===== config.mk =====
export PLATFORM = sky130hd
export DESIGN_NAME = atpwm_timer
export DESIGN_NICKNAME = d
export VERILOG_FILES = /design/src/hdl/atpwm_pkg.sv /design/src/hdl/atpwm_shadow_reg.sv /design/src/hdl/atpwm_out_stage.sv /design/src/hdl/atpwm_timer.sv
export SDC_FILE = /design/constraint.sdc
export NUM_CORES = 1
export LEC_CHECK = 0
export BUFFER_PORTS_ARGS = -buffer_cell sky130_fd_sc_hd__buf_2
export CORE_AREA = 2 2 122 124
export CTS_CLUSTER_SIZE = 20
export DETAILED_ROUTE_END_ITERATION = 12
export DIE_AREA = 0 0 124 126
export MAX_ROUTING_LAYER = met4
export PLACE_DENSITY = 0.71
export SKIP_LAST_GASP = 1
export SYNTH_ARGS = -nofsm -noshare
export SYNTH_HDL_FRONTEND = slang
export SYNTH_HIERARCHICAL = 1
export SYNTH_SLANG_ARGS = --single-unit

===== constraint.sdc =====
create_clock -name i_ref_clk -period 8.2 [get_ports i_ref_clk]
set_clock_uncertainty 0.15 [all_clocks]
set_input_delay 0.82 -clock i_ref_clk [delete_from_list [all_inputs] [get_ports i_ref_clk]]
set_output_delay 0.82 -clock i_ref_clk [all_outputs]
set_load 0.02 [all_outputs]

===== src/hdl/atpwm_pkg.sv =====
//==============================================================
// Constants shared by the audio PWM timer block
//==============================================================
package atpwm_pkg;

  // ============================================================
  // Register byte offsets on the AHB-Lite bus
  // ============================================================
  localparam logic [4:0] OFF_CTRL0  = 5'h00;  // Run, clock select, audio select
  localparam logic [4:0] OFF_CTRL1  = 5'h04;  // Mode, output control, polarity
  localparam logic [4:0] OFF_CMPA   = 5'h08;  // Compare A value
  localparam logic [4:0] OFF_CMPB   = 5'h0C;  // Compare B value
  localparam logic [4:0] OFF_PERIOD = 5'h10;  // Period compare value
  localparam logic [4:0] OFF_STATUS = 5'h14;  // Match flags, write one to clear
  localparam logic [4:0] OFF_COUNT  = 5'h18;  // Counter, read only

  // ============================================================
  // Widths
  // ============================================================
  localparam int CNT_W = 10;  // Counter and A/B compare width
  localparam int PER_W = 8;   // Period compare width (counter bits 9..2)

  // ============================================================
  // Control 0 field positions
  // ============================================================
  localparam int C0_RUN_BIT   = 0;  // Counter run bit
  localparam int C0_CKSEL_LSB = 1;  // Counter clock select, 3 bits
  localparam int C0_AUDIO_BIT = 4;  // Audio PWM select

  // ============================================================
  // Control 1 field positions
  // ============================================================
  localparam int C1_CCLR_BIT  = 0;  // Counter clear select (no effect in PWM)
  localparam int C1_DPX_BIT   = 1;  // Duty/period swap bit
  localparam int C1_INV_BIT   = 2;  // Output invert bit
  localparam int C1_ACT_BIT   = 3;  // Output active level bit
  localparam int C1_IO_LSB    = 4;  // Output control field, 2 bits
  localparam int C1_MODE_LSB  = 6;  // Operating mode field, 2 bits

  // ============================================================
  // Status bit positions
  // ============================================================
  localparam int ST_A_BIT = 0;  // Compare A flag
  localparam int ST_B_BIT = 1;  // Compare B flag (audio mode only)
  localparam int ST_P_BIT = 2;  // Period match flag

  // ============================================================
  // Encodings and reset values
  // ============================================================
  localparam logic [1:0] MODE_PWM     = 2'h2;   // Operating mode selecting PWM
  localparam logic [1:0] IO_FORCE_LO  = 2'h0;   // Pin held low
  localparam logic [1:0] IO_FORCE_HI  = 2'h1;   // Pin held high
  localparam logic [2:0] CKSEL_DIV4   = 3'h0;   // System clock divided by four
  localparam logic [1:0] PRESCALE_TOP = 2'h3;   // Last count of the divide-by-four
  localparam logic [7:0] CTRL0_RST    = 8'h00;
  localparam logic [7:0] CTRL1_RST    = 8'h00;
  localparam logic [CNT_W-1:0] CMP_RST = 10'h000;
  localparam logic [CNT_W:0] FULL_PERIOD = 11'h400;  // 1024 clocks when compare is zero
  localparam logic [1:0] HTRANS_NONSEQ = 2'h2;

endpackage


===== src/hdl/atpwm_shadow_reg.sv =====
//==============================================================
// Compare value with a shadow copy and an active copy
//==============================================================
module atpwm_shadow_reg #(
  parameter int WIDTH = 10
) (
  // Clock and reset
  input  wire logic             i_ref_clk,
  input  wire logic             i_sys_rst,
  input  wire logic             i_clk_en,
  // Write side
  input  wire logic             i_wr_en,
  input  wire logic [WIDTH-1:0] i_wr_data,
  input  wire logic             i_load,
  // Values
  output logic      [WIDTH-1:0] o_shadow,
  output logic      [WIDTH-1:0] o_active
);

  // All state of this holder in one struct
  typedef struct packed {
    logic [WIDTH-1:0] shadow;  // Value last written by software
    logic [WIDTH-1:0] active;  // Value the comparator uses
  } atpwm_sh_type;

  atpwm_sh_type st_reg;
  atpwm_sh_type st_next;

  // ============================================================
  // Next state
  // ============================================================
  // A write in the same cycle as a load goes straight through, so the
  // newest value is never lost behind the older shadow copy
  always_comb begin
    st_next = st_reg;
    if (i_wr_en) begin
      st_next.shadow = i_wr_data;
    end
    if (i_load) begin
      st_next.active = i_wr_en ? i_wr_data : st_reg.shadow;
    end
  end

  // ============================================================
  // Registers
  // ============================================================
  always_ff @(posedge i_ref_clk) begin
    if (i_sys_rst) begin
      st_reg <= '0;
    end else if (i_clk_en) begin
      st_reg <= st_next;
    end
  end

  assign o_shadow = st_reg.shadow;
  assign o_active = st_reg.active;

endmodule // atpwm_shadow_reg


===== src/hdl/atpwm_out_stage.sv =====
//==============================================================
// Pin stage: forcing, active level and inversion, registered
//==============================================================
module atpwm_out_stage (
  // Clock and reset
  input  wire logic       i_ref_clk,
  input  wire logic       i_sys_rst,
  input  wire logic       i_clk_en,
  // Waveform and controls
  input  wire logic       i_wave,
  input  wire logic [1:0] i_io_ctl,
  input  wire logic       i_act_level,
  input  wire logic       i_invert,
  // Pin
  output logic            o_pin
);

  // All state of the stage in one struct
  typedef struct packed {
    logic pin;  // Registered pin level
  } atpwm_os_type;

  atpwm_os_type st_reg;
  atpwm_os_type st_next;

  // ============================================================
  // Pin level
  // ============================================================
  always_comb begin
    st_next = st_reg;
    if (i_io_ctl == atpwm_pkg::IO_FORCE_LO) begin
      st_next.pin = 1'b0;
    end else if (i_io_ctl == atpwm_pkg::IO_FORCE_HI) begin
      st_next.pin = 1'b1;
    end else begin
      // Active phase shows the active level, then inversion on top
      st_next.pin = (i_wave ? i_act_level : ~i_act_level) ^ i_invert;
    end
  end

  // ============================================================
  // Register
  // ============================================================
  always_ff @(posedge i_ref_clk) begin
    if (i_sys_rst) begin
      st_reg <= '0;
    end else if (i_clk_en) begin
      st_reg <= st_next;
    end
  end

  assign o_pin = st_reg.pin;

endmodule // atpwm_out_stage


===== src/hdl/atpwm_timer.sv =====
//==============================================================
//==============================================================
module atpwm_timer (
  // Clock, reset, enable
  input  wire logic        i_ref_clk,
  input  wire logic        i_sys_rst,
  input  wire logic        i_clk_en,
  // AHB-Lite slave
  input  wire logic        i_hsel,
  input  wire logic [31:0] i_haddr,
  input  wire logic [1:0]  i_htrans,
  input  wire logic        i_hwrite,
  input  wire logic [2:0]  i_hsize,
  input  wire logic [31:0] i_hwdata,
  input  wire logic        i_hready,
  output logic             o_hreadyout,
  output logic             o_hresp,
  output logic [31:0]      o_hrdata,
  // Speaker outputs
  output logic             o_audio_output_one,
  output logic             o_audio_output_two
);

  localparam int W = atpwm_pkg::CNT_W;
  localparam int P = atpwm_pkg::PER_W;

  // ============================================================
  // Elaboration check
  // ============================================================
  // The period compare must cover exactly the counter's top bits
  if (W != P + 2) begin : g_bad_width
    $error("atpwm_timer: counter width must be period width plus two");
  end

  // ============================================================
  // State
  // ============================================================
  typedef struct packed {
    logic [7:0]   ctrl0;     // Run, clock select, audio select
    logic [7:0]   ctrl1;     // Mode, output control, levels, swap
    logic [2:0]   flags;     // Sticky match flags
    logic [W-1:0] cnt;       // PWM counter
    logic [1:0]   pre;       // Divide-by-four prescaler
    logic         run_d;     // Run bit one cycle late, for edge
    logic         dp_wr;     // Write data phase pending
    logic [4:0]   dp_addr;   // Byte offset of the data phase
    logic [31:0]  rdata;     // Read data register
  } atpwm_st_type;

  atpwm_st_type st_reg;
  atpwm_st_type st_next;

  // Decoded controls
  logic         run;          // Counter run bit
  logic         audio;        // Audio mode in effect
  logic         pwm_on;       // Operating mode is PWM
  logic         dpx;          // Effective swap bit
  logic [1:0]   io_ctl;       // Output control field
  logic         run_rise;     // Run bit rising edge
  logic         tick;         // Counter clock enable
  // Compare values
  logic [W-1:0] a_sh;
  logic [W-1:0] a_act;
  logic [W-1:0] b_sh;
  logic [W-1:0] b_act;
  logic [P-1:0] p_sh;
  logic [P-1:0] p_act;
  // Limits and matches
  logic [W:0]   lim_p;        // Period-compare interval in clocks
  logic [W:0]   lim_a;        // Compare A interval in clocks
  logic [W-1:0] end_p;        // Counter value of a period match
  logic [W-1:0] end_a;        // Counter value of a compare A match in swap mode
  logic         hit_p;
  logic         hit_a;
  logic         hit_b;
  logic         clr;          // Counter clear
  logic         shadow_load;  // Active values take the shadow
  logic [W:0]   duty_one;     // Duty length for output one
  logic         wave_one;
  logic         wave_two;
  // Bus decode
  logic         addr_ok;      // Valid address phase
  logic         wr_a;
  logic         wr_b;
  logic         wr_p;

  // ============================================================
  // Control decode
  // ============================================================
  always_comb begin
    run    = st_reg.ctrl0[atpwm_pkg::C0_RUN_BIT];
    pwm_on = st_reg.ctrl1[atpwm_pkg::C1_MODE_LSB +: 2] == atpwm_pkg::MODE_PWM;
    audio  = pwm_on & st_reg.ctrl0[atpwm_pkg::C0_AUDIO_BIT];
    // Audio mode holds the swap bit at zero
    dpx    = st_reg.ctrl1[atpwm_pkg::C1_DPX_BIT] & ~audio;
    io_ctl = st_reg.ctrl1[atpwm_pkg::C1_IO_LSB +: 2];
    run_rise = run & ~st_reg.run_d;
    // Divide-by-four code ticks once in four cycles, others every cycle
    if (st_reg.ctrl0[atpwm_pkg::C0_CKSEL_LSB +: 3] == atpwm_pkg::CKSEL_DIV4) begin
      tick = st_reg.pre == atpwm_pkg::PRESCALE_TOP;
    end else begin
      tick = 1'b1;
    end
  end

  // ============================================================
  // Comparators
  // ============================================================
  // A zero compare lets the counter run its full 1024 clocks
  always_comb begin
    if (p_act == '0) begin
      lim_p = atpwm_pkg::FULL_PERIOD;
    end else begin
      lim_p = {1'b0, p_act, 2'b00};
    end
    if (a_act == '0) begin
      lim_a = atpwm_pkg::FULL_PERIOD;
    end else begin
      lim_a = {1'b0, a_act};
    end
    end_p = W'(lim_p - 11'h001);
    end_a = W'(lim_a - 11'h001);
    hit_p = run & pwm_on & tick & (st_reg.cnt == end_p);
    hit_a = run & pwm_on & tick & (st_reg.cnt == (dpx ? end_a : a_act));
    hit_b = run & audio & tick & (st_reg.cnt == b_act);
    // Clear select bit is not consulted here at all
    clr   = dpx ? hit_a : hit_p;
    // Normal mode loads at once; audio waits for the period match or the run edge
    shadow_load = ~audio | hit_p | run_rise;
    duty_one = dpx ? lim_p : {1'b0, a_act};
  end

  // ============================================================
  // Waveforms
  // ============================================================
  // Output one active from each clear until the duty count, two is its inverse outside audio; outputs idle when stopped
  always_comb begin
    wave_one = run & pwm_on & ~run_rise & ({1'b0, st_reg.cnt} < duty_one);
    if (audio) begin
      wave_two = run & ~run_rise & (st_reg.cnt < b_act);
    end else begin
      wave_two = run & pwm_on & ~run_rise & ~wave_one;
    end
  end

  // ============================================================
  // Bus decode
  // ============================================================
  always_comb begin
    addr_ok = i_clk_en & i_hsel & i_hready & i_htrans[1];
    wr_a = i_clk_en & st_reg.dp_wr & (st_reg.dp_addr == atpwm_pkg::OFF_CMPA);
    wr_b = i_clk_en & st_reg.dp_wr & (st_reg.dp_addr == atpwm_pkg::OFF_CMPB);
    wr_p = i_clk_en & st_reg.dp_wr & (st_reg.dp_addr == atpwm_pkg::OFF_PERIOD);
  end

  // ============================================================
  // Next state
  // ============================================================
  always_comb begin
    st_next = st_reg;
    st_next.run_d = run;
    // Counter runs on, whatever the output control says
    if (run_rise) begin
      st_next.cnt = '0;
      st_next.pre = '0;
    end else if (run & pwm_on) begin
      st_next.pre = st_reg.pre + 2'h1;
      if (clr) begin
        st_next.cnt = '0;
      end else if (tick) begin
        st_next.cnt = st_reg.cnt + W'(1);
      end
    end
    // Software writes: status bits clear by writing one
    st_next.dp_wr = 1'b0;
    if (st_reg.dp_wr) begin
      unique case (st_reg.dp_addr)
        atpwm_pkg::OFF_CTRL0:  st_next.ctrl0 = i_hwdata[7:0];
        atpwm_pkg::OFF_CTRL1:  st_next.ctrl1 = i_hwdata[7:0];
        atpwm_pkg::OFF_STATUS: st_next.flags = st_reg.flags & ~i_hwdata[2:0];
        default: ;  // Compare writes go to the holders; others ignored
      endcase
    end
    // Matches set flags after any clear, so a set is never lost
    if (hit_a) begin
      st_next.flags[atpwm_pkg::ST_A_BIT] = 1'b1;
    end
    if (hit_b) begin
      st_next.flags[atpwm_pkg::ST_B_BIT] = 1'b1;
    end
    if (hit_p) begin
      st_next.flags[atpwm_pkg::ST_P_BIT] = 1'b1;
    end
    // Address phase: capture writes, load read data now
    if (addr_ok) begin
      st_next.dp_wr   = i_hwrite;
      st_next.dp_addr = i_haddr[4:0];
      st_next.rdata   = '0;
      if (!i_hwrite && (i_haddr[31:5] == '0)) begin
        unique case (i_haddr[4:0])
          atpwm_pkg::OFF_CTRL0:  st_next.rdata = {24'h000000, st_reg.ctrl0};
          atpwm_pkg::OFF_CTRL1:  st_next.rdata = {24'h000000, st_reg.ctrl1};
          atpwm_pkg::OFF_CMPA:   st_next.rdata = {22'h000000, a_sh};
          atpwm_pkg::OFF_CMPB:   st_next.rdata = {22'h000000, b_sh};
          atpwm_pkg::OFF_PERIOD: st_next.rdata = {24'h000000, p_sh};
          atpwm_pkg::OFF_STATUS: st_next.rdata = {29'h00000000, st_reg.flags};
          atpwm_pkg::OFF_COUNT:  st_next.rdata = {22'h000000, st_reg.cnt};
          default:               st_next.rdata = '0;
        endcase
      end
      if (i_haddr[31:5] != '0) begin
        st_next.dp_wr = 1'b0;  // Unmapped: write dropped, reads zero
      end
    end
  end

  // ============================================================
  // Registers
  // ============================================================
  always_ff @(posedge i_ref_clk) begin
    if (i_sys_rst) begin
      st_reg       <= '0;
      st_reg.ctrl0 <= atpwm_pkg::CTRL0_RST;
      st_reg.ctrl1 <= atpwm_pkg::CTRL1_RST;
    end else if (i_clk_en) begin
      st_reg <= st_next;
    end
  end

  // ============================================================
  // Compare holders
  // ============================================================
  atpwm_shadow_reg #(.WIDTH(W)) u_cmp_a (
    .i_ref_clk (i_ref_clk),
    .i_sys_rst (i_sys_rst),
    .i_clk_en  (i_clk_en),
    .i_wr_en   (wr_a),
    .i_wr_data (i_hwdata[W-1:0]),
    .i_load    (shadow_load),
    .o_shadow  (a_sh),
    .o_active  (a_act)
  );

  atpwm_shadow_reg #(.WIDTH(W)) u_cmp_b (
    .i_ref_clk (i_ref_clk),
    .i_sys_rst (i_sys_rst),
    .i_clk_en  (i_clk_en),
    .i_wr_en   (wr_b),
    .i_wr_data (i_hwdata[W-1:0]),
    .i_load    (shadow_load),
    .o_shadow  (b_sh),
    .o_active  (b_act)
  );

  atpwm_shadow_reg #(.WIDTH(P)) u_cmp_p (
    .i_ref_clk (i_ref_clk),
    .i_sys_rst (i_sys_rst),
    .i_clk_en  (i_clk_en),
    .i_wr_en   (wr_p),
    .i_wr_data (i_hwdata[P-1:0]),
    .i_load    (shadow_load),
    .o_shadow  (p_sh),
    .o_active  (p_act)
  );

  // ============================================================
  // Output stages, same controls for both pins
  // ============================================================
  atpwm_out_stage u_out_one (
    .i_ref_clk   (i_ref_clk),
    .i_sys_rst   (i_sys_rst),
    .i_clk_en    (i_clk_en),
    .i_wave      (wave_one),
    .i_io_ctl    (io_ctl),
    .i_act_level (st_reg.ctrl1[atpwm_pkg::C1_ACT_BIT]),
    .i_invert    (st_reg.ctrl1[atpwm_pkg::C1_INV_BIT]),
    .o_pin       (o_audio_output_one)
  );

  atpwm_out_stage u_out_two (
    .i_ref_clk   (i_ref_clk),
    .i_sys_rst   (i_sys_rst),
    .i_clk_en    (i_clk_en),
    .i_wave      (wave_two),
    .i_io_ctl    (io_ctl),
    .i_act_level (st_reg.ctrl1[atpwm_pkg::C1_ACT_BIT]),
    .i_invert    (st_reg.ctrl1[atpwm_pkg::C1_INV_BIT]),
    .o_pin       (o_audio_output_two)
  );

  // ============================================================
  // Bus answers
  // ============================================================
  // A frozen block stalls the bus rather than miss a transfer
  assign o_hreadyout = i_clk_en;
  assign o_hresp     = 1'b0;
  assign o_hrdata    = st_reg.rdata;

endmodule // atpwm_timer


==> results.sh <==
export IMPL_clock_path_buffers=2
export IMPL_setup_slack_ns=4.07
export IMPL_holdBufCountCts=0
export IMPL_htree_levels=3
export IMPL_viasPerCell=6.04
export IMPL_wl_met1_um=8580
export IMPL_ys_seq_area_share_pct=30.2
export IMPL_cts_sinks=106
export IMPL_grt_pass1_wl_um=30200
export IMPL_ys_types=72
export IMPL_place_gp_congestion=0.876
export IMPL_clk_latency_ns=0.37
export IMPL_track_usage_pct=25.6
export IMPL_worstHoldPathType="register to register"
export IMPL_root_buffer="clkbuf_16"
export IMPL_finalCritPeriodShare_pct=50.4
export IMPL_initial_core_util_pct=49.1
export IMPL_rsz0062_at_grt="no"
export IMPL_drt_initial_drc_count=538
export IMPL_dr_pass1_iters=6
export IMPL_wl_per_cell_um=18.9
export IMPL_synth_top_flop_cell="dfxtp_1"
export IMPL_irDropWorstVdd_uv=82.9
export IMPL_rows=44
export IMPL_die_w_um=124
export IMPL_synthArstFlopShare_pct=0
export IMPL_syn_inst=815
export IMPL_cp_required_ns=8.31
export IMPL_cts_made_buffers=9
export IMPL_crit_arrival_ns=4.24
export IMPL_fin_area_mm2=0.00748
export IMPL_diodes=0
export IMPL_met2_length_um=8740
export IMPL_postSynthAreaPerCell_um2=8.63
export IMPL_cp_max_fo=21
export IMPL_dpl_cell_area_mm2=0.00717
export IMPL_antenna_found_initial=0
export IMPL_numPortBuffers=61
export IMPL_maxCapViolCount=0
export IMPL_start_kind="register"
export IMPL_wl_met3_um=1330
export IMPL_status="finished, final reports clean"
export IMPL_fmax_mhz=242
export IMPL_worstMarginPinSlew_ns=1.03
export IMPL_p_per_area_mw_per_mm2=149
export IMPL_drc=0
export IMPL_cts_clk_slew_worst_paths_ns=0.07
export IMPL_drive_above_1_share_pct=17.9
export IMPL_hold_violations=0
export IMPL_num_vias=6116
export IMPL_grt_pass1_vias=5491
export IMPL_grt_max_degree=79
export IMPL_endpoint_kind="register"
export IMPL_overflow=0
export IMPL_crit_type="register to register"
export IMPL_highest_layer="met4"
export IMPL_dp_hpwl_um=13200
export IMPL_wl_um=19100
export IMPL_finalSetupTns_ns=0
export IMPL_final_nets=923
export IMPL_die_h_um=126
export IMPL_synth_area_mm2=0.00703
export IMPL_power_total_mw=1.12
export IMPL_dp_slack_ns=4.21
export IMPL_slew_violations=0
export IMPL_synth_edff_count=0
export IMPL_largest_reg_flops=35
export IMPL_drtAntennaViolNets=0
export IMPL_p_leak_nw=2.76
export IMPL_slew_limit_headroom_pct=30.7
export IMPL_final_setup_viol_count=0
export IMPL_period_minus_slack_ns=4.13
export IMPL_core_area_mm2=0.0143
export IMPL_ys_ff_latch=106
export IMPL_syn2layout_area_growth_pct=6.44
export IMPL_io_pins=111
export IMPL_cts_tree="done"
export IMPL_yosysWarnings=6
export IMPL_post_cts_buffers=0
export IMPL_die_area_mm2=0.0156
export IMPL_cts_resized=0
[routing by layer]
metal / global-route usage (%) / up-vias
li1: - / 2950
met1: 35.9 / 2886
met2: 36.8 / 245
met3: 4.12 / 35
met4: 10.1 / 0
met5: - / -
[worst paths after layout]
check / start / endpoint / slack [ns] / cells past startpoint
setup / recovery: st_reg[66] / u_out_one/o_pin / 4.07 / 13
hold / removal: o_hrdata[2] / o_hrdata[2] / 0.31 / 2
setup reg to reg: st_reg[66] / u_out_one/o_pin / 4.07 / 13
hold reg to reg: o_hrdata[2] / o_hrdata[2] / 0.31 / 2
[layout by cell type (no fill, tap or decap), types with 4 or more instances in the layout]
master | synthesis | routed
nor3_1 | 17 | 16
nand3_1 | 41 | 41
ha_1 | 25 | 25
xor2_1 | 7 | 7
and3b_1 | 4 | 4
conb_1 | 1 | 23
clkbuf_16 | 0 | 9
nor4b_1 | 4 | 4
inv_1 | 22 | 22
o21ai_0 | 16 | 16
o22ai_1 | 6 | 6
a21bo_2 | 25 | 25
nor2_1 | 56 | 55
a211oi_2 | 20 | 20
buf_4 | 39 | 10
nand4_1 | 5 | 5
o41ai_1 | 5 | 5
a31oi_1 | 4 | 4
buf_2 | 12 | 60
nand2b_1 | 7 | 7
a21oi_1 | 83 | 83
and2_1 | 4 | 4
nor3b_1 | 5 | 5
nand3b_1 | 5 | 5
a22oi_1 | 8 | 8
nor2b_1 | 7 | 7
xnor2_1 | 13 | 13
a32oi_1 | 4 | 4
dfxtp_1 | 106 | 106
nor4_1 | 14 | 14
a211oi_1 | 13 | 13
nand2_1 | 45 | 45
or3_1 | 7 | 7
mux2i_1 | 71 | 71
a21o_1 | 5 | 5
[through the flow]
stage	hold slack, ns	utilization (%)	cells
2_1_floorplan	0.286	-	837
3_3_place_gp	0.294	50.1	996
3_5_place_dp	0.302	50.1	996
4_1_cts	0.313	52.3	1012
5_1_grt	0.331	52.3	1012
6_report	0.310	52.3	1012
[critical path: stages (launching register included)]
cell and delay [ns]:
dfxtp_1 0.46, nand3b_1 0.26, nand2_1 0.71, mux2i_1 0.26, ha_1 0.28, a21o_1 0.16
a211o_1 0.30, o221ai_1 0.17, a21oi_1 0.06, o211ai_1 0.16, nand2_1 0.10, a21oi_1 0.22
xnor3_1 0.47, a211o_1 0.27
[power by group]
| part | switching [mW] | internal [mW] | leakage, nW |
|---|---|---|---|
| Combinational | 0.0774 | 0.0414 | 1.75 |
| Clock | 0.211 | 0.255 | 0.150 |
| Sequential | 0.00985 | 0.521 | 0.859 |
[cells by family after synthesis]
logic type               share of synthesized area [%]
AO/OA/AOI/OAI                                     24.0
XOR/XNOR                                          3.13
adder cells (fa/ha/maj)                           4.45
buffers and inverters                             9.15
flip-flops                                        30.2
multiplexers                                      10.9
other                                           0.0533
AND/OR/NAND/NOR                                   18.1
[synthesized netlist by cell type, types with 20 or more instances]
cell type    n  area [um2]
mux2i_1     71         711
buf_4       39         293
inv_1       22        82.6
clkbuf_1    37         139
nor2_1      56         210
a21bo_2     25         250
ha_1        25         313
dfxtp_1    106        2120
nand2_1     45         169
a211oi_2    20         250
nand3_1     41         205
a21oi_1     83         415
[area by class of cell]
class | instances | area (um2)
sequential | 106 | 2120
clock inverter | 5 | 61.3
inverter | 23 | 86.3
fill | 1374 | 6830
multi-input combinational | 613 | 4360
clock buffer | 11 | 253
timing repair buffer | 70 | 375
tap | 184 | 230
Power figures use the tool's default switching activity.
